[config.mk]
export PLATFORM = sky130hd
export DESIGN_NAME = dsst_top
export DESIGN_NICKNAME = d
export VERILOG_FILES = /design/src/dsst_pkg.sv /design/src/dsst_lfsr.sv /design/src/dsst_checksum.sv /design/src/dsst_top.sv
export SDC_FILE = /design/constraint.sdc
export NUM_CORES = 1
export LEC_CHECK = 0
export BUFFER_PORTS_ARGS = -buffer_cell sky130_fd_sc_hd__buf_2
export CAP_MARGIN = 0
export CORE_AREA = 4 4 142 144
export CTS_CLUSTER_DIAMETER = 30
export DETAILED_ROUTE_END_ITERATION = 7
export DIE_AREA = 0 0 146 148
export GPL_TIMING_DRIVEN = 1
export PLACE_DENSITY_LB_ADDON = 0.05
export SYNTH_ARGS = -nofsm -noshare
export SYNTH_HDL_FRONTEND = slang
export SYNTH_SLANG_ARGS = --single-unit
[constraint.sdc]
create_clock -name core_clk -period 4.3 [get_ports core_clk]
set_input_delay 1.075 -clock core_clk [delete_from_list [all_inputs] [get_ports core_clk]]
set_output_delay 1.075 -clock core_clk [all_outputs]
set_load 0.01 [all_outputs]
[src/dsst_pkg.sv]
/*
 * Constants shared by the digital signal chain self-test: register map,
 * field positions, reset values, serial frame layout, generator setup.
 * Assumes nothing of its surroundings.
 */
`default_nettype none
package dsst_pkg;
    // Register offsets on the host serial port
    localparam logic [4:0] OFS_MODE_CONTROL_A    = 5'h01;
    localparam logic [4:0] OFS_MODE_CONTROL_B    = 5'h02;
    localparam logic [4:0] OFS_MODE_CONTROL_C    = 5'h03;
    localparam logic [4:0] OFS_TEST_STATUS       = 5'h04;
    localparam logic [4:0] OFS_SYNC_CONTROL      = 5'h05;
    localparam logic [4:0] OFS_SETTING_BLOCK_6   = 5'h06;
    localparam logic [4:0] OFS_SETTING_BLOCK_12  = 5'h0C;
    localparam logic [4:0] OFS_SETTING_BLOCK_13  = 5'h0D;
    localparam logic [4:0] OFS_SERIAL_OUT_SETUP  = 5'h0E;
    localparam logic [4:0] OFS_SETTING_BLOCK_15  = 5'h0F;

    localparam logic [7:0] REG_RESET_VALUE       = 8'h00;

    // Field positions
    localparam int         SELFTEST_ENABLE_POS   = 3;
    localparam int         SELFTEST_MASK_POS     = 1;
    localparam int         SELFTEST_ERROR_POS    = 0;
    localparam int         SDO_SEL_LSB           = 5;
    localparam logic [2:0] SDO_SEL_ERROR_FLAG    = 3'h5;

    // Serial frame: read flag, two unused bits, 5-bit address, then 8 data bits
    localparam logic [4:0] HSP_INSTR_LAST        = 5'h07;
    localparam logic [4:0] HSP_DATA_FIRST        = 5'h08;
    localparam logic [4:0] HSP_FRAME_LAST        = 5'h0F;
    localparam logic [4:0] HSP_FRAME_BITS        = 5'h10;
    localparam int         HSP_READ_POS          = 6;

    // Test pass
    localparam int         PASS_CYCLES_MAX       = 400000;
    localparam int         PASS_CNT_W            = 19;
    localparam int         DATA_W                = 16;
    localparam int         SUM_W                 = 32;
    localparam logic [15:0] LFSR_SEED            = 16'hACE1;
    localparam logic [31:0] SUM_RESET_VALUE      = 32'h0000_0000;
endpackage : dsst_pkg
`default_nettype wire

[src/dsst_lfsr.sv]
/*
 * Stimulus generator: 16-bit maximal-length shift register.
 * Assumes the caller restarts it at the start of every pass.
 */
`timescale 1ns/10ps
`default_nettype none
module dsst_lfsr
    import dsst_pkg::*;
(
    input  wire logic              core_clk,
    input  wire logic              reset_n,
    input  wire logic              restart,
    input  wire logic              step,
    output logic [DATA_W-1:0]      pattern
);
    typedef struct packed {
        logic [DATA_W-1:0] shift;
    } dsst_lfsr_state_type;

    dsst_lfsr_state_type state_reg;
    dsst_lfsr_state_type state_next;

    always_comb begin
        state_next = state_reg;
        if (restart) begin
            state_next.shift = LFSR_SEED;
        end else if (step) begin
            state_next.shift = {state_reg.shift[14:0],
                                state_reg.shift[15] ^ state_reg.shift[13]
                                ^ state_reg.shift[12] ^ state_reg.shift[10]};
        end
    end

    always_ff @(posedge core_clk or negedge reset_n) begin
        if (!reset_n) begin
            state_reg.shift <= LFSR_SEED;
        end else begin
            state_reg <= state_next;
        end
    end

    assign pattern = state_reg.shift;
endmodule : dsst_lfsr
`default_nettype wire

[src/dsst_checksum.sv]
/*
 * Checksum accumulator: rotate-and-xor signature over chain outputs.
 * Assumes clear and accumulate are driven from the same clock.
 */
`timescale 1ns/10ps
`default_nettype none
module dsst_checksum
    import dsst_pkg::*;
(
    input  wire logic              core_clk,
    input  wire logic              reset_n,
    input  wire logic              clear,
    input  wire logic              accumulate,
    input  wire logic [DATA_W-1:0] sample,
    output logic [SUM_W-1:0]       checksum
);
    typedef struct packed {
        logic [SUM_W-1:0] sum;
    } dsst_sum_state_type;

    dsst_sum_state_type state_reg;
    dsst_sum_state_type state_next;

    always_comb begin
        state_next = state_reg;
        if (clear) begin
            state_next.sum = SUM_RESET_VALUE;
        end else if (accumulate) begin
            // Rotation keeps sample order significant
            state_next.sum = {state_reg.sum[SUM_W-2:0],
                              state_reg.sum[SUM_W-1]}
                             ^ {{(SUM_W-DATA_W){1'b0}}, sample};
        end
    end

    always_ff @(posedge core_clk or negedge reset_n) begin
        if (!reset_n) begin
            state_reg.sum <= SUM_RESET_VALUE;
        end else begin
            state_reg <= state_next;
        end
    end

    assign checksum = state_reg.sum;
endmodule : dsst_checksum
`default_nettype wire

[src/dsst_top.sv]
/*
 * Digital signal chain with built-in self-test and host serial port.
 * Assumes pins (serial port, sync pair, data bus) are asynchronous to
 * core_clk and that core_clk is the full-rate converter clock input.
 */
`timescale 1ns/10ps
`default_nettype none
module dsst_top
    import dsst_pkg::*;
#(
    parameter int          PASS_CYCLES    = PASS_CYCLES_MAX,
    // Arbitrary signature; the real one depends on the chain
    parameter logic [31:0] EXPECTED_SUM   = 32'h0000_0000
)(
    input  wire logic              core_clk,
    input  wire logic              reset_n,
    input  wire logic              serial_clock,
    input  wire logic              serial_enable_n,
    input  wire logic              sdio_in,
    output logic                   sdio_out,
    output logic                   sdio_oe,
    output logic                   serial_out_pin,
    input  wire logic              sync_gate_pair,
    input  wire logic [DATA_W-1:0] parallel_data_in,
    output logic [DATA_W-1:0]      chain_data_out,
    output logic                   transmit_gate,
    output logic                   selftest_active
);
    localparam logic [PASS_CNT_W-1:0] PASS_LAST =
        PASS_CNT_W'(PASS_CYCLES - 1);

    typedef struct packed {
        logic [7:0]            mode_a;
        logic [7:0]            mode_b;
        logic [7:0]            mode_c;
        logic [7:0]            sync_ctl;
        logic [7:0]            set6;
        logic [7:0]            set12;
        logic [7:0]            set13;
        logic [7:0]            sdo_setup;
        logic [7:0]            set15;
        logic                  err_flag;
        logic [PASS_CNT_W-1:0] pass_cnt;
        logic [4:0]            bit_cnt;
        logic [7:0]            in_shift;
        logic                  rd_req;
        logic [4:0]            addr;
        logic [7:0]            rd_shift;
        logic                  sdo_bit;
        logic [DATA_W-1:0]     dout;
        logic [DATA_W-1:0]     din_s1;
        logic [DATA_W-1:0]     din_s2;
        logic                  sync_s1;
        logic                  sync_s2;
        logic                  sclk_s1;
        logic                  sclk_s2;
        logic                  sclk_d;
        logic                  sen_s1;
        logic                  sen_s2;
        logic                  sdi_s1;
        logic                  sdi_s2;
    } dsst_state_type;

    dsst_state_type    st_reg;
    dsst_state_type    st_next;
    logic [DATA_W-1:0] pattern;
    logic [SUM_W-1:0]  checksum;
    logic              test_on;
    logic              mask_on;
    logic              pass_end;
    logic              pass_fail;
    logic              sclk_rise;
    logic              sclk_fall;
    logic              wr_commit;
    logic [7:0]        wr_data;
    logic [4:0]        addr_now;
    logic              sdo_shows_flag;

    function automatic logic [7:0] reg_read(input logic [4:0] a,
                                            input dsst_state_type s);
        logic [7:0] v;
        v = 8'h00;
        unique case (a)
            OFS_MODE_CONTROL_A:   v = s.mode_a;
            OFS_MODE_CONTROL_B:   v = s.mode_b;
            OFS_MODE_CONTROL_C:   v = s.mode_c;
            OFS_TEST_STATUS:      v = {7'h00, s.err_flag};
            OFS_SYNC_CONTROL:     v = s.sync_ctl;
            OFS_SETTING_BLOCK_6:  v = s.set6;
            OFS_SETTING_BLOCK_12: v = s.set12;
            OFS_SETTING_BLOCK_13: v = s.set13;
            OFS_SERIAL_OUT_SETUP: v = s.sdo_setup;
            OFS_SETTING_BLOCK_15: v = s.set15;
            default:              v = 8'h00;
        endcase
        return v;
    endfunction : reg_read

    ////////////////////////////////////////////////////////////////////////
    // Self-test engine

    assign test_on   = st_reg.mode_a[SELFTEST_ENABLE_POS];
    assign mask_on   = st_reg.mode_c[SELFTEST_MASK_POS];
    assign pass_end  = test_on && (st_reg.pass_cnt == PASS_LAST);
    assign pass_fail = pass_end && (checksum != EXPECTED_SUM);

    dsst_lfsr u_lfsr (
        .core_clk (core_clk),
        .reset_n  (reset_n),
        .restart  (!test_on || pass_end),
        .step     (test_on),
        .pattern  (pattern)
    );

    dsst_checksum u_checksum (
        .core_clk   (core_clk),
        .reset_n    (reset_n),
        .clear      (!test_on || pass_end),
        .accumulate (test_on),
        .sample     (st_next.dout),
        .checksum   (checksum)
    );

    ////////////////////////////////////////////////////////////////////////
    // Serial port decode

    assign sclk_rise = st_reg.sclk_s2 && !st_reg.sclk_d;
    assign sclk_fall = !st_reg.sclk_s2 && st_reg.sclk_d;
    assign addr_now  = {st_reg.in_shift[3:0], st_reg.sdi_s2};
    assign wr_data   = {st_reg.in_shift[6:0], st_reg.sdi_s2};
    assign wr_commit = !st_reg.sen_s2 && sclk_rise && !st_reg.rd_req
                       && (st_reg.bit_cnt == HSP_FRAME_LAST);

    always_comb begin
        st_next = st_reg;
        st_next.din_s1  = parallel_data_in;
        st_next.din_s2  = st_reg.din_s1;
        st_next.sync_s1 = sync_gate_pair;
        st_next.sync_s2 = st_reg.sync_s1;
        st_next.sclk_s1 = serial_clock;
        st_next.sclk_s2 = st_reg.sclk_s1;
        st_next.sclk_d  = st_reg.sclk_s2;
        st_next.sen_s1  = serial_enable_n;
        st_next.sen_s2  = st_reg.sen_s1;
        st_next.sdi_s1  = sdio_in;
        st_next.sdi_s2  = st_reg.sdi_s1;

        if (st_reg.sen_s2) begin
            st_next.bit_cnt = 5'h00;
            st_next.rd_req  = 1'b0;
        end else if (sclk_rise && st_reg.bit_cnt != HSP_FRAME_BITS) begin
            st_next.bit_cnt  = st_reg.bit_cnt + 5'h01;
            st_next.in_shift = wr_data;
            if (st_reg.bit_cnt == HSP_INSTR_LAST) begin
                st_next.rd_req   = st_reg.in_shift[HSP_READ_POS];
                st_next.addr     = addr_now;
                st_next.rd_shift = reg_read(addr_now, st_reg);
            end
        end else if (sclk_fall && st_reg.rd_req
                     && st_reg.bit_cnt >= HSP_DATA_FIRST) begin
            // Change on falling edge so host samples on rising edge
            st_next.sdo_bit  = st_reg.rd_shift[7];
            st_next.rd_shift = {st_reg.rd_shift[6:0], 1'b0};
        end

        if (wr_commit) begin
            unique case (st_reg.addr)
                OFS_MODE_CONTROL_A:   st_next.mode_a    = wr_data;
                OFS_MODE_CONTROL_B:   st_next.mode_b    = wr_data;
                OFS_MODE_CONTROL_C:   st_next.mode_c    = wr_data;
                OFS_TEST_STATUS: begin
                    if (!wr_data[SELFTEST_ERROR_POS]) begin
                        st_next.err_flag = 1'b0;
                    end
                end
                OFS_SYNC_CONTROL:     st_next.sync_ctl  = wr_data;
                OFS_SETTING_BLOCK_6:  st_next.set6      = wr_data;
                OFS_SETTING_BLOCK_12: st_next.set12     = wr_data;
                OFS_SETTING_BLOCK_13: st_next.set13     = wr_data;
                OFS_SERIAL_OUT_SETUP: st_next.sdo_setup = wr_data;
                OFS_SETTING_BLOCK_15: st_next.set15     = wr_data;
                default: ;
            endcase
        end

        // Set after clear so an unmasked failing pass is never lost
        if (pass_fail && !mask_on) begin
            st_next.err_flag = 1'b1;
        end

        if (!test_on) begin
            st_next.pass_cnt = '0;
        end else if (pass_end) begin
            st_next.pass_cnt = '0;
        end else begin
            st_next.pass_cnt = st_reg.pass_cnt + PASS_CNT_W'(1);
        end

        // Chain input: generator in test, bus otherwise, zeros w/o sync
        if (!st_reg.sync_s2) begin
            st_next.dout = '0;
        end else if (test_on) begin
            st_next.dout = pattern;
        end else begin
            st_next.dout = st_reg.din_s2;
        end
    end

    always_ff @(posedge core_clk or negedge reset_n) begin
        if (!reset_n) begin
            st_reg <= '0;
        end else begin
            st_reg <= st_next;
        end
    end

    ////////////////////////////////////////////////////////////////////////
    // Outputs

    assign sdo_shows_flag = st_reg.sdo_setup[SDO_SEL_LSB +: 3]
                            == SDO_SEL_ERROR_FLAG;
    // Flag on SERIAL_OUT_PIN frees it, so read data moves to the shared data line
    assign serial_out_pin = sdo_shows_flag ? st_reg.err_flag
                                           : st_reg.sdo_bit;
    assign sdio_out        = st_reg.sdo_bit;
    assign sdio_oe         = sdo_shows_flag && st_reg.rd_req
                             && !st_reg.sen_s2
                             && st_reg.bit_cnt >= HSP_DATA_FIRST;
    assign chain_data_out  = st_reg.dout;
    assign transmit_gate   = st_reg.sync_s2;
    assign selftest_active = test_on;

    ////////////////////////////////////////////////////////////////////////
    // Checks

    chk_flag_sticky: assert property (@(posedge core_clk)
        disable iff (!reset_n)
        st_reg.err_flag && !(wr_commit && st_reg.addr == OFS_TEST_STATUS
        && !wr_data[SELFTEST_ERROR_POS]) |=> st_reg.err_flag)
        else $error("error flag dropped without a clearing write");

    chk_flag_clear: assert property (@(posedge core_clk)
        disable iff (!reset_n)
        wr_commit && st_reg.addr == OFS_TEST_STATUS
        && !wr_data[SELFTEST_ERROR_POS] && !pass_fail
        |=> !st_reg.err_flag)
        else $error("writing zero did not clear the error flag");

    chk_fail_sets: assert property (@(posedge core_clk)
        disable iff (!reset_n)
        pass_fail && !mask_on |=> st_reg.err_flag)
        else $error("checksum mismatch did not set the flag");

    chk_mask_gates: assert property (@(posedge core_clk)
        disable iff (!reset_n)
        mask_on && !st_reg.err_flag |=> !st_reg.err_flag)
        else $error("flag rose while masked");

    chk_bus_ignored: assert property (@(posedge core_clk)
        disable iff (!reset_n)
        test_on && st_reg.sync_s2 |=> chain_data_out == $past(pattern))
        else $error("input bus reached chain during self-test");

    chk_sync_zeros: assert property (@(posedge core_clk)
        disable iff (!reset_n)
        !st_reg.sync_s2 |=> chain_data_out == '0)
        else $error("chain not zero while sync low");

    chk_pass_bound: assert property (@(posedge core_clk)
        disable iff (!reset_n)
        st_reg.pass_cnt <= PASS_LAST)
        else $error("pass counter beyond pass length");

    chk_pass_repeat: assert property (@(posedge core_clk)
        disable iff (!reset_n)
        pass_end && $past(test_on) |=> st_reg.pass_cnt == '0
        ##1 (!test_on || st_reg.pass_cnt == PASS_CNT_W'(1)))
        else $error("next pass did not start after pass end");

    chk_sdo_flag: assert property (@(posedge core_clk)
        disable iff (!reset_n)
        sdo_shows_flag |-> serial_out_pin == st_reg.err_flag)
        else $error("serial out not showing error flag");
endmodule : dsst_top
`default_nettype wire

# ---- After elaboration in Yosys (flattened, before gate mapping)
# Cells that the tools add are included.
dict set report classes {
  eq_ne 27
  reduce_logical 43
  addsub 2
  n_bitwise 6
  n_lt_le_gt_ge 1
  n_mux 20
}
# cell n
set op_table {}
lappend op_table {{8-bit case mux with 10 select lines} 1}
lappend op_table {{16-bit 2-to-1 mux} 4}
lappend op_table {{32-bit 2-to-1 mux} 2}
lappend op_table {{19-bit 2-to-1 mux} 3}
lappend op_table {{5-bit by 4-bit == test with 1-bit output, second input constant} 9}
lappend op_table {{5-bit by 3-bit == test with 1-bit output, second input constant} 7}
lappend op_table {{32-bit nonzero test} 1}
lappend op_table {{32-bit by 16-bit bitwise XOR with 32-bit output} 1}
lappend op_table {{2-bit AND reduction} 11}
lappend op_table {{5-bit by 2-bit == test with 1-bit output, second input constant} 4}
lappend op_table {{19-bit by 1-bit adder with 19-bit output, second input constant} 1}
lappend op_table {{19-bit == test, second input constant} 1}
lappend op_table {{1-bit logical AND} 14}
lappend op_table {{14-bit 2-to-1 mux} 1}
lappend op_table {{3-bit AND reduction} 4}
lappend op_table {{2-bit nonzero test} 6}
lappend op_table {{5-bit by 1-bit == test with 1-bit output, second input constant} 2}
lappend op_table {{9-bit 2-to-1 mux} 1}
lappend op_table {{8-bit 2-to-1 mux} 1}
lappend op_table {{1-bit logical NOT} 6}
lappend op_table {{1-bit 2-to-1 mux} 6}
lappend op_table {{5-bit by 1-bit adder with 5-bit output, second input constant} 1}
lappend op_table {{5-bit by 4-bit greater-or-equal comparator with 1-bit output, second input constant} 1}
lappend op_table {{5-bit 2-to-1 mux} 1}
lappend op_table {{6 further kinds} 10}
dict set report totals {
  input_bits 22
  ff_bits 225
}

# ---- Logic depth before layout (Yosys ltp)
# Gate-level depths: netlist (run 1).
dict set report logic_depth {
  depth_word 7
  ltp_mapped 9
}

# ---- Modules after synthesis
# Synthesis (run 1) repeated with hierarchy kept, for this count alone.
dict set report hier_totals {
  cells_unflattened 788
  area_unflattened_um2 9664.3
}
# module area_each_um2 seq_area_each_um2 cells_per_inst instances
set by_module_without_submodules {}
lappend by_module_without_submodules {dsst_top 7584.8 4404.2 613 1}
lappend by_module_without_submodules {dsst_checksum 1390.1 800.8 120 1}
lappend by_module_without_submodules {dsst_lfsr 689.4 410.4 55 1}

# ---- Worst setup path before layout (run 1)
# OpenSTA, ideal clock, no wires.
dict set report synth_timing {
  path_type {register -> register}
  startpoint {register st_reg[80] in the netlist's numbering}
  endpoint {register st_reg[145] in the netlist's numbering}
  stages_incl_launch_ff 9
  t_arrival_ns 2.081
  path_slack_ns 2.095
  required_ns 4.175
  synth_period_minus_slack_ns 2.205
  path_buffers 0
  path_cell_list {dfrtp_1 -> ha_1 -> and3_1 -> ha_1 -> nand2_1 -> nor4b_4 -> nand2_1 -> nor2_4 -> mux2_2}
}
dict set report synth_between {
  elab_chain_len 3
}
# element line_no
set synth_lines {}
lappend synth_lines {{start: declaration} dsst_top.sv:64} ;# dsst_state_type st_reg;
lappend synth_lines {{start signal: assignment} dsst_top.sv:213} ;# st_reg <= st_next;
lappend synth_lines {{5-bit by 4-bit == test with 1-bit output} dsst_top.sv:132} ;# && (st_reg.bit_cnt == HSP_FRAME_LAST);
lappend synth_lines {{1-bit logical AND} dsst_top.sv:132}
lappend synth_lines {{2-bit AND reduction (no line)} -}
# Every way passes these cells.
# A chain may end at the register's enable or synchronous reset.

# ---- Worst setup path in the final report (run 1)
dict set report layout_timing {
  startpoint {register st_reg[83] in the netlist's numbering}
  endpoint {output port sdio_oe}
}
dict set report layout_between {
  elab_chain_len 2
}
# element line_no
set layout_lines {}
lappend layout_lines {{5-bit by 4-bit greater-or-equal comparator with 1-bit output} dsst_top.sv:228} ;# && st_reg.bit_cnt >= HSP_DATA_FIRST;
lappend layout_lines {{1-bit logical AND} dsst_top.sv:228}
lappend layout_lines {{end: declaration} dsst_top.sv:21} ;# output logic sdio_oe,
# Every way passes these cells.

==> flow_summary.ini, run 1 <==
[status]
status = complete, no violations

[clocking]
clock_latency_ns = 0.53
cts-hold-fix-buffers = 0
cts_resized = 0
cts_tree = done
cts-root-buf = clkbuf_16
clk_pin_slew_ns = 0.05
cts_buffers = 44
cts_setup_buffers = 0
clockBufferDepth = 3
clock_sinks = 224
htree_levels = 2

[drt]
via_per_inst = 5.49
drc = 0
wl_per_cell_microns = 18.8
finalWirelength_microns = 19800
ant_nets = 0
drtIter0Drc = 266
firstDrtPassIters = 5
vias = 5779

[timing]
tns_ns = 0
setup-violations-final = 0
tightest_slew_ns = 1.07
fin_ws_ns = 1.55
period_minus_slack_ns = 2.76
period_share_pct = 64.1
max_freq_ghz = 0.363
finalHoldViolCount = 0
relSlewSlack_pct = 28.7
fin_worst_skew_ns = 0.0111
finalMaxSlewViolations = 0
rsz0062_at_grt = no

[floorplanning]
die_y_microns = 148
pin_count = 43
num_rows = 50
core-area_sq_mm = 0.0187
fp.dieArea_sq_mm = 0.0216
initial_core_util_pct = 49.6
die_x_microns = 146

[run]
max_cap_viol_count = 0

[pwr]
p_sw_uw = 1470
p_clk_share_pct = 56.6
p_leak_uw = 0.00518
pwr-share-comb_pct = 5.4
p_per_area_mw_per_mm2 = 542
ir_drop_uv = 320
swShare_pct = 24.3
internal-power_uw = 4570
seqPwrFrac_pct = 38.1
finalPower_uw = 6040

[global_routing]
grt_pass1_vias = 6162
antenna_found_initial = 0
grt_pass1_wl_microns = 33700
grtUsageTotal_pct = 19.3
grt_remaining_overflow = 0
grt_max_degree = 106

[logic_synthesis]
yosys_warnings = 0
synth_area_leaders = dfrtp_1, mux2_2, mux2i_1
synth_edf_count = 0
syn_area_per_cell_sq_um = 12.6
syn-cell-area_sq_mm = 0.00927
synthTopCellsByCount = dfrtp_1, mux2_2, nor2_1, nand2_1, mux2i_1
yosysMostFrequentCell = dfrtp_1
yosysTopAreaCell = dfrtp_1
syn-num-nets = 759
synth_top_area_share_pct = 58.3
synthCells = 733
seq_area_frac_synth_pct = 60.6
ys_ff_latch = 224
dominantRegCellSynth = dfrtp_1
synthArstFlopShare_pct = 100
synth_cell_type_count = 62

[place]
dp_cells = 970
place_ws_ns = 1.81
dp.final_hpwl_microns = 12800
gp_congestion = 0.944
portBuffers = 42
post_dp_cell_area_sq_mm = 0.00960

[critical_path]
worstSetupPathType = flip-flop to primary output
cp_max_fo = 5
critPathCaptureType = primary output
required_ns = 3.22
critical_path_arrival_ns = 1.68
startpoint_type = flip-flop

[layout]
largest_reg_flops = 130
nets = 808
final_layout_size_suffix_gt1_share_pct = 27.1
finish.instance_area_sq_mm = 0.0111
stdcell_count = 1052
syn_to_final_growth_pct = 20.1
antenna_cells = 0

[min_path]
worstHoldPathType = flip-flop to flip-flop
==> cells by family (layout without fill, tap and decap cells) <==
logic type	count (synthesis)	after routing	share of synthesized area, %
fa+ha+maj	4	4	0.540
flops	224	224	60.6
buf+inv	56	141	3.13
compound gates	58	58	4.28
xor+xnor	38	38	3.59
mux	114	114	13.4
simple gates	239	239	14.5
==> metal layers <==
| layer | GRT usage, % | up-vias | share of wire (%) |
|---|---|---|---|
| met4 | 6.11 | 0 | 1.9 |
| met2 | 31.9 | 158 | 49 |
| li1 | - | 2680 | - |
| met3 | 4.51 | 27 | 4.9 |
| met1 | 25.5 | 2914 | 45 |
| met5 | 0 | - | 0 |
==> area by class of cell <==
| class | instances | area [sq um] |
|---|---|---|
| fillers | 1485 | 7570 |
| flip-flops and latches | 224 | 5620 |
| multi-input cells | 453 | 3360 |
| clock buffers | 52 | 1180 |
| clock inverters | 30 | 352 |
| repair buffers | 54 | 310 |
| well taps | 234 | 293 |
| inverters | 5 | 18.8 |
==> layout by cell type, fill, tap and decap left out, types with 6 or more instances in the layout <==
cell | Yosys | layout
clkbuf_16 | 0 | 44
clkinv_4 | 0 | 6
buf_2 | 16 | 41
xor2_1 | 15 | 15
clkinv_2 | 0 | 7
nor2b_1 | 24 | 24
dfrtp_1 | 216 | 215
nor3_1 | 9 | 9
o21ai_0 | 12 | 12
mux2_2 | 67 | 67
nand2_1 | 42 | 42
mux2i_1 | 32 | 32
nand2b_1 | 12 | 12
nand4_1 | 12 | 12
clkinvlp_4 | 0 | 8
nand3_1 | 12 | 12
a211oi_1 | 10 | 10
xnor2_1 | 23 | 23
o22ai_1 | 8 | 8
mux2_1 | 15 | 15
buf_4 | 16 | 12
dfstp_2 | 8 | 8
nor4_1 | 9 | 9
and3_1 | 30 | 30
nor2_1 | 55 | 55
==> power by group through the flow <==
stage	clock network (uW)	registers [uW]	logic (uW)
3_5_place_dp	0	2330	325
3_3_place_gp	0	2330	320
6_report	3420	2300	323
5_1_grt	3620	2310	358
2_1_floorplan	0	2220	272
4_1_cts	3490	2300	325
==> path summary, 6_finish.rpt <==
kind | startpoint | end | slack (ns) | cells after the start
worst max register to register | st_reg[85] | st_reg[97] | 1.82 | 7
worst max-delay path | st_reg[83] | sdio_oe | 1.55 | 3
min in group asynchronous | reset_n | st_next[4] | 0.61 | 1
max in group asynchronous | reset_n | u_lfsr.pattern[7] | 2.71 | 2
worst min-delay path | st_next[15] | st_reg[15] | 0.34 | 0
worst min register to register | st_next[15] | st_reg[15] | 0.34 | 0
==> stage by stage <==
stage / hold WS (ns) / utilization [%]
floorplan: 0.331 / -
global placement: 0.332 / 51.3
detailed placement: 0.335 / 51.3
CTS: 0.346 / 59.5
global route: 0.357 / 59.5
finish: 0.341 / 59.5
==> worst max-delay path, cell delays in order (launching register included) <==
cell	delay (ns)
dfrtp_1	0.43
o21ai_0	0.47
nor3_1	0.08
buf_2	0.16
Power figures use the tool's default switching activity.
==> inputs of run 2 (changes only) <==
- ABC_AREA: default -> 1
- clock period: 4.3 -> 2.2 ns (I/O delays scaled with it)
==> flow_summary.ini, run 2 <==
[critical_path]
required_ns = 1.65
worstSetupPathType = flip-flop to primary output
startpoint_type = flip-flop
critical_path_arrival_ns = 1.53
cp_slowest_stage_delay_ns = 0.51
cp-startpoint = selftest_active
cp_max_fo = 25
crit_chain = buf_4, buf_2
r2r_start = st_reg[81]
crit_slowest_cell = dfrtp_1
critPathCaptureType = primary output
rr_worst_depth = 9

[timing]
tns_ns = 0
relSlewSlack_pct = 58.6
period_share_pct = 94.5
setup-violations-final = 0
tightest_slew_ns = 0.619
finalHoldViolCount = 0
finalMaxSlewViolations = 0
rsz0062_at_grt = yes
max_freq_ghz = 0.481
period_minus_slack_ns = 2.08
fin_worst_skew_ns = 0.0195

[logic_synthesis]
yosysMostFrequentCell = nand2_1
synthTopCellsByCount = nand2_1, dfrtp_1, o21ai_0, nor2_1, inv_1
dominantRegCellSynth = dfrtp_1
synth_cell_type_count = 36
synth_top_area_share_pct = 58.3
ys_ff_latch = 224
synthArstFlopShare_pct = 100
syn-cell-area_sq_mm = 0.00927
seq_area_frac_synth_pct = 60.6
synthCells = 999
yosys_warnings = 0
syn_area_per_cell_sq_um = 9.28
synth_area_leaders = dfrtp_1, nand2_1, o21ai_0
synth_edf_count = 0
yosysTopAreaCell = dfrtp_1
syn-num-nets = 1025

[global_routing]
grtUsageTotal_pct = 20.4
grt_remaining_overflow = 0
antenna_found_initial = 0
grt_pass1_vias = 6893
grt_max_degree = 65
grt_pass1_wl_microns = 35700

[pwr]
finalPower_uw = 11700
p_leak_uw = 0.00527
ir_drop_uv = 666
p_per_area_mw_per_mm2 = 1030

[floorplanning]
fp.dieArea_sq_mm = 0.0216
die_y_microns = 148
num_rows = 50
die_x_microns = 146
pin_count = 43
core-area_sq_mm = 0.0187
initial_core_util_pct = 49.6

[place]
gp_congestion = 0.827
post_dp_cell_area_sq_mm = 0.00971
dp.final_hpwl_microns = 13800
portBuffers = 42

[layout]
nFillCells = 1604
largest_reg_flops = 130
layout_commonest_cell = nand2_1
layout_common_cells = nand2_1, dfrtp_1, o21ai_0
nets = 1091
antenna_cells = 0
syn_to_final_growth_pct = 21.9
final_layout_size_suffix_gt1_share_pct = 17.1
finish.instance_area_sq_mm = 0.0113

[clocking]
cts_tree = done
htree_levels = 2
clock_sinks = 224
cts_buffers = 45
cts-root-buf = clkbuf_16
clockBufferDepth = 3
cts_setup_buffers = 0
clock_latency_ns = 0.52
clk_pin_slew_ns = 0.05

[drt]
wl_met2_microns = 10100
m1WireLength_microns = 9910
top_layer_used = met4
drtIter0Drc = 399
firstDrtPassIters = 5
via_per_inst = 5.04
wl_met3_microns = 905
vias = 6721
wl_per_cell_microns = 15.9
ant_nets = 0
drc = 0
finalWirelength_microns = 21200

[min_path]
hold_start = parallel_data_in[8]
worstHoldPathType = input port to flip-flop
hold_depth = 1

[run]
max_cap_viol_count = 0

[status]
status = complete, no violations
-- run 2: cell count changes in the layout (fill, tap and decap cells not counted), moves of 14 or more --
cell,previous run,this run
a21oi_1,5,19
and3_1,30,6
inv_1,5,85
mux2_1,15,0
mux2_2,67,0
mux2i_1,32,0
nand2_1,42,260
nand3_1,12,37
nor2_1,55,99
nor2_2,1,19
nor2b_1,24,0
o21ai_0,12,100
-- run 2: cell families (layout without fill, tap and decap cells) --
logic type | count (synthesis) | after routing | share of synthesized area [%]
and+or+nand+nor | 474 | 474 | 22.0
DFF | 224 | 224 | 60.6
AOI/OAI and AO/OA | 137 | 137 | 7.87
buffers and inverters | 137 | 237 | 6.86
xor gates and xnor gates | 23 | 23 | 2.17
adders and majority gates | 4 | 4 | 0.540
-- run 2: path summary, 6_finish.rpt --
check	to	slack [ns]
hold / removal	st_next[17]	0.14
setup / recovery	selftest_active	0.12
max in group asynchronous	st_reg[70]	0.92
min in group asynchronous	st_next[16]	0.56
setup reg to reg	st_reg[144]	0.19
hold reg to reg	st_reg[10]	0.34
-- run 2: cell type report --
type                       count  area, sq um  share of cell area, %
clock buffer                  57         1230                   10.9
clock inverter                24          339                   3.00
inverter                      88          330                   2.92
multi-input combinational    638         3020                   26.7
sequential                   224         5620                   49.7
tap                          234          293                   2.59
timing repair buffer          68          468                   4.14
-- run 2: per-stage QoR --
stage	hold WS (ns)	cells	utilization (%)	setup slack (ns)
floorplan	0.254	999	-	0.424
global placement	0.331	1251	51.9	0.294
detailed placement	0.336	1251	51.9	0.188
CTS	0.123	1333	60.4	0.0832
global route	0.121	1333	60.4	-0.0721
finish	0.139	1333	60.4	0.122
-- run 2: metal layers --
metal | global-route usage, % | vias up
met5 | 0 | -
met1 | 28.4 | 3208
met2 | 33.1 | 154
li1 | - | 3328
met4 | 5.93 | 0
met3 | 3.65 | 31
-- run 2: report_power, final --
part           switching [uW]  internal, uW
Sequential               55.6          4220
Clock                    2120          4770
Combinational             390           131
Total                    2570          9120
-- run 2: worst max-delay path: cells and delay by family, from the launching register on --
kind / cells / cell delay (ns)
flip-flops: 1 / 0.51
buffers and inverters: 2 / 0.52
-- run 2: repair_timing --
action | CTS | global route
setup endpoints to repair | 0 | 20
endpoints found under the hold margin | 48 | 0
gates resized for setup | 0 | 1
hold buffers | 1 | 0
==> inputs of run 3 (changes only) <==
- CORE_AREA: 4 4 142 144 -> 4 4 156 158
- DIE_AREA: 0 0 146 148 -> 0 0 160 162
- SLEW_MARGIN: default -> 20
==> flow_summary.ini, run 3 (synthesized netlist as in run 2, its figures left out) <==
[place]
place_ws_ns = 0.199
dp.final_hpwl_microns = 15000
gp_congestion = 0.821
portBuffers = 42
dp_cells = 1313

[layout]
stdcell_count = 1406
final_layout_size_suffix_gt1_share_pct = 18.7
antenna_cells = 0
nets = 1102
syn_to_final_growth_pct = 25.4
layout_common_cells = nand2_1, dfrtp_1, o21ai_0
largest_reg_flops = 130
layout_commonest_cell = nand2_1

[critical_path]
cp_top_family = simple AND/OR/NAND/NOR gates
critPathBufInv = 1
rr_worst_depth = 9
startpoint_type = flip-flop
rr_endpoint = st_reg[151]
crit_slowest_cell = dfrtp_1
critical_path_arrival_ns = 1.54
cp_max_fo = 3
cp_slowest_stage_delay_ns = 0.40
r2r_start = st_reg[80]
crit_chain = nand3b_1, nor2_1, a21oi_1, buf_2
worstSetupPathType = flip-flop to primary output
rrSetupSlack_ns = 0.27
required_ns = 1.65
critPathCaptureType = primary output

[pwr]
p_leak_uw = 0.00539
p_per_area_mw_per_mm2 = 1060
ir_drop_uv = 618

[drt]
via_per_inst = 4.79
drc = 0
drtIter0Drc = 372
firstDrtPassIters = 5
ant_nets = 0
vias = 6734
wl_per_cell_microns = 15.9
finalWirelength_microns = 22400

[floorplanning]
die_y_microns = 162
fp.dieArea_sq_mm = 0.0259
core-area_sq_mm = 0.0231
initial_core_util_pct = 40.1
die_x_microns = 160
pin_count = 43
num_rows = 56

[global_routing]
antenna_found_initial = 0
grt_remaining_overflow = 0
grt_pass1_vias = 6854
grtUsageTotal_pct = 17.9
grt_pass1_wl_microns = 37100
grt_max_degree = 58

[timing]
rsz0062_at_grt = no
finalHoldViolCount = 0
finalMaxSlewViolations = 0
relSlewSlack_pct = 63.5
period_share_pct = 94.8
max_freq_ghz = 0.479
fin_worst_skew_ns = 0.0112
tns_ns = 0
period_minus_slack_ns = 2.09
setup-violations-final = 0
fin_ws_ns = 0.114
tightest_slew_ns = 0.545

[clocking]
cts_tree = done
cts_buffers = 50
clock_sinks = 224
clk_pin_slew_ns = 0.05
clockBufferDepth = 3
clock_latency_ns = 0.52
htree_levels = 2
cts-root-buf = clkbuf_16

[min_path]
hold_start = parallel_data_in[11]
hold_depth = 1
worstHoldPathType = input port to flip-flop
hold_end = st_next[20]

[run]
max_cap_viol_count = 0

[status]
status = complete, no violations
run 3: cell count changes in the layout (fill, tap and decap cells not counted):
| cell | delta |
|---|---|
| clkinv_4 | +4 |
| clkinv_8 | -1 |
| nand4_4 | +1 |
| clkbuf_16 | +5 |
| nand2_2 | +1 |
| nand2_1 | -1 |
| bufinv_16 | -1 |
| nand4_2 | -1 |
| clkbuf_1 | -3 |
| inv_6 | +3 |
| buf_12 | +1 |
| buf_4 | +5 |
| clkbuf_8 | +4 |
run 3: power breakdown:
| part | total [uW] | internal, uW | switching [uW] |
|---|---|---|---|
| combinational | 512 | 136 | 377 |
| sequential | 4280 | 4220 | 61.8 |
| clock | 7550 | 5210 | 2340 |
| total | 12300 | 9560 | 2780 |
run 3: how the worst max path moves through the flow:
stage	cells past startpoint	to	slack, ns	start
final	4	serial_out_pin	0.11	st_reg[119]
after global routing	4	serial_out_pin	0.04	st_reg[119]
after CTS	4	sdio_oe	0.05	st_reg[2]
after detailed placement	8	st_reg[144]	0.20	st_reg[80]
after global placement	8	st_reg[141]	0.27	st_reg[80]
after floorplan	10	st_reg[152]	0.42	st_reg[80]
run 3: final cells by class:
cell class                 instances  area, sq um
fill                            2155        11500
timing repair buffer              74          526
sequential                       224         5620
clock inverter                    29          354
inverter                          88          330
clock buffer                      63         1400
multi-input combinational        638         3030
tap                              290          363
run 3: repair_timing:
action	4_1_cts	5_1_grt
gates resized for setup	0	3
buffers inserted	0	0
setup endpoints to repair	0	17
endpoints found under the hold margin	50	0
hold buffers	1	0
run 3: worst reg2reg max path: cells and delay by family (launching register included):
kind	cells	cell delay, ns
AOI/OAI and AO/OA	1	0.05
DFF	1	0.37
buffers and inverters	1	0.22
adders and majority gates	2	0.33
and+or+nand+nor	5	0.82
run 3: per-stage QoR:
stage | hold WS [ns] | util, % | area, sq um | total power (uW)
6_report | 0.132 | 50.2 | 11600 | 12300
5_1_grt | 0.109 | 50.2 | 11600 | 12800
4_1_cts | 0.110 | 50.2 | 11600 | 12500
3_5_place_dp | 0.335 | 42.6 | 9840 | 4860
3_3_place_gp | 0.333 | 42.6 | 9840 | 4860
2_1_floorplan | 0.254 | - | 9270 | 4560
run 3: metal layers:
layer | GRT usage [%] | routed length (microns) | up-vias
met5 | 0 | 0 | -
met2 | 29.1 | 10500 | 123
met1 | 24.4 | 10500 | 3226
met4 | 5.71 | 501 | 0
met3 | 3.48 | 906 | 43
li1 | - | - | 3342
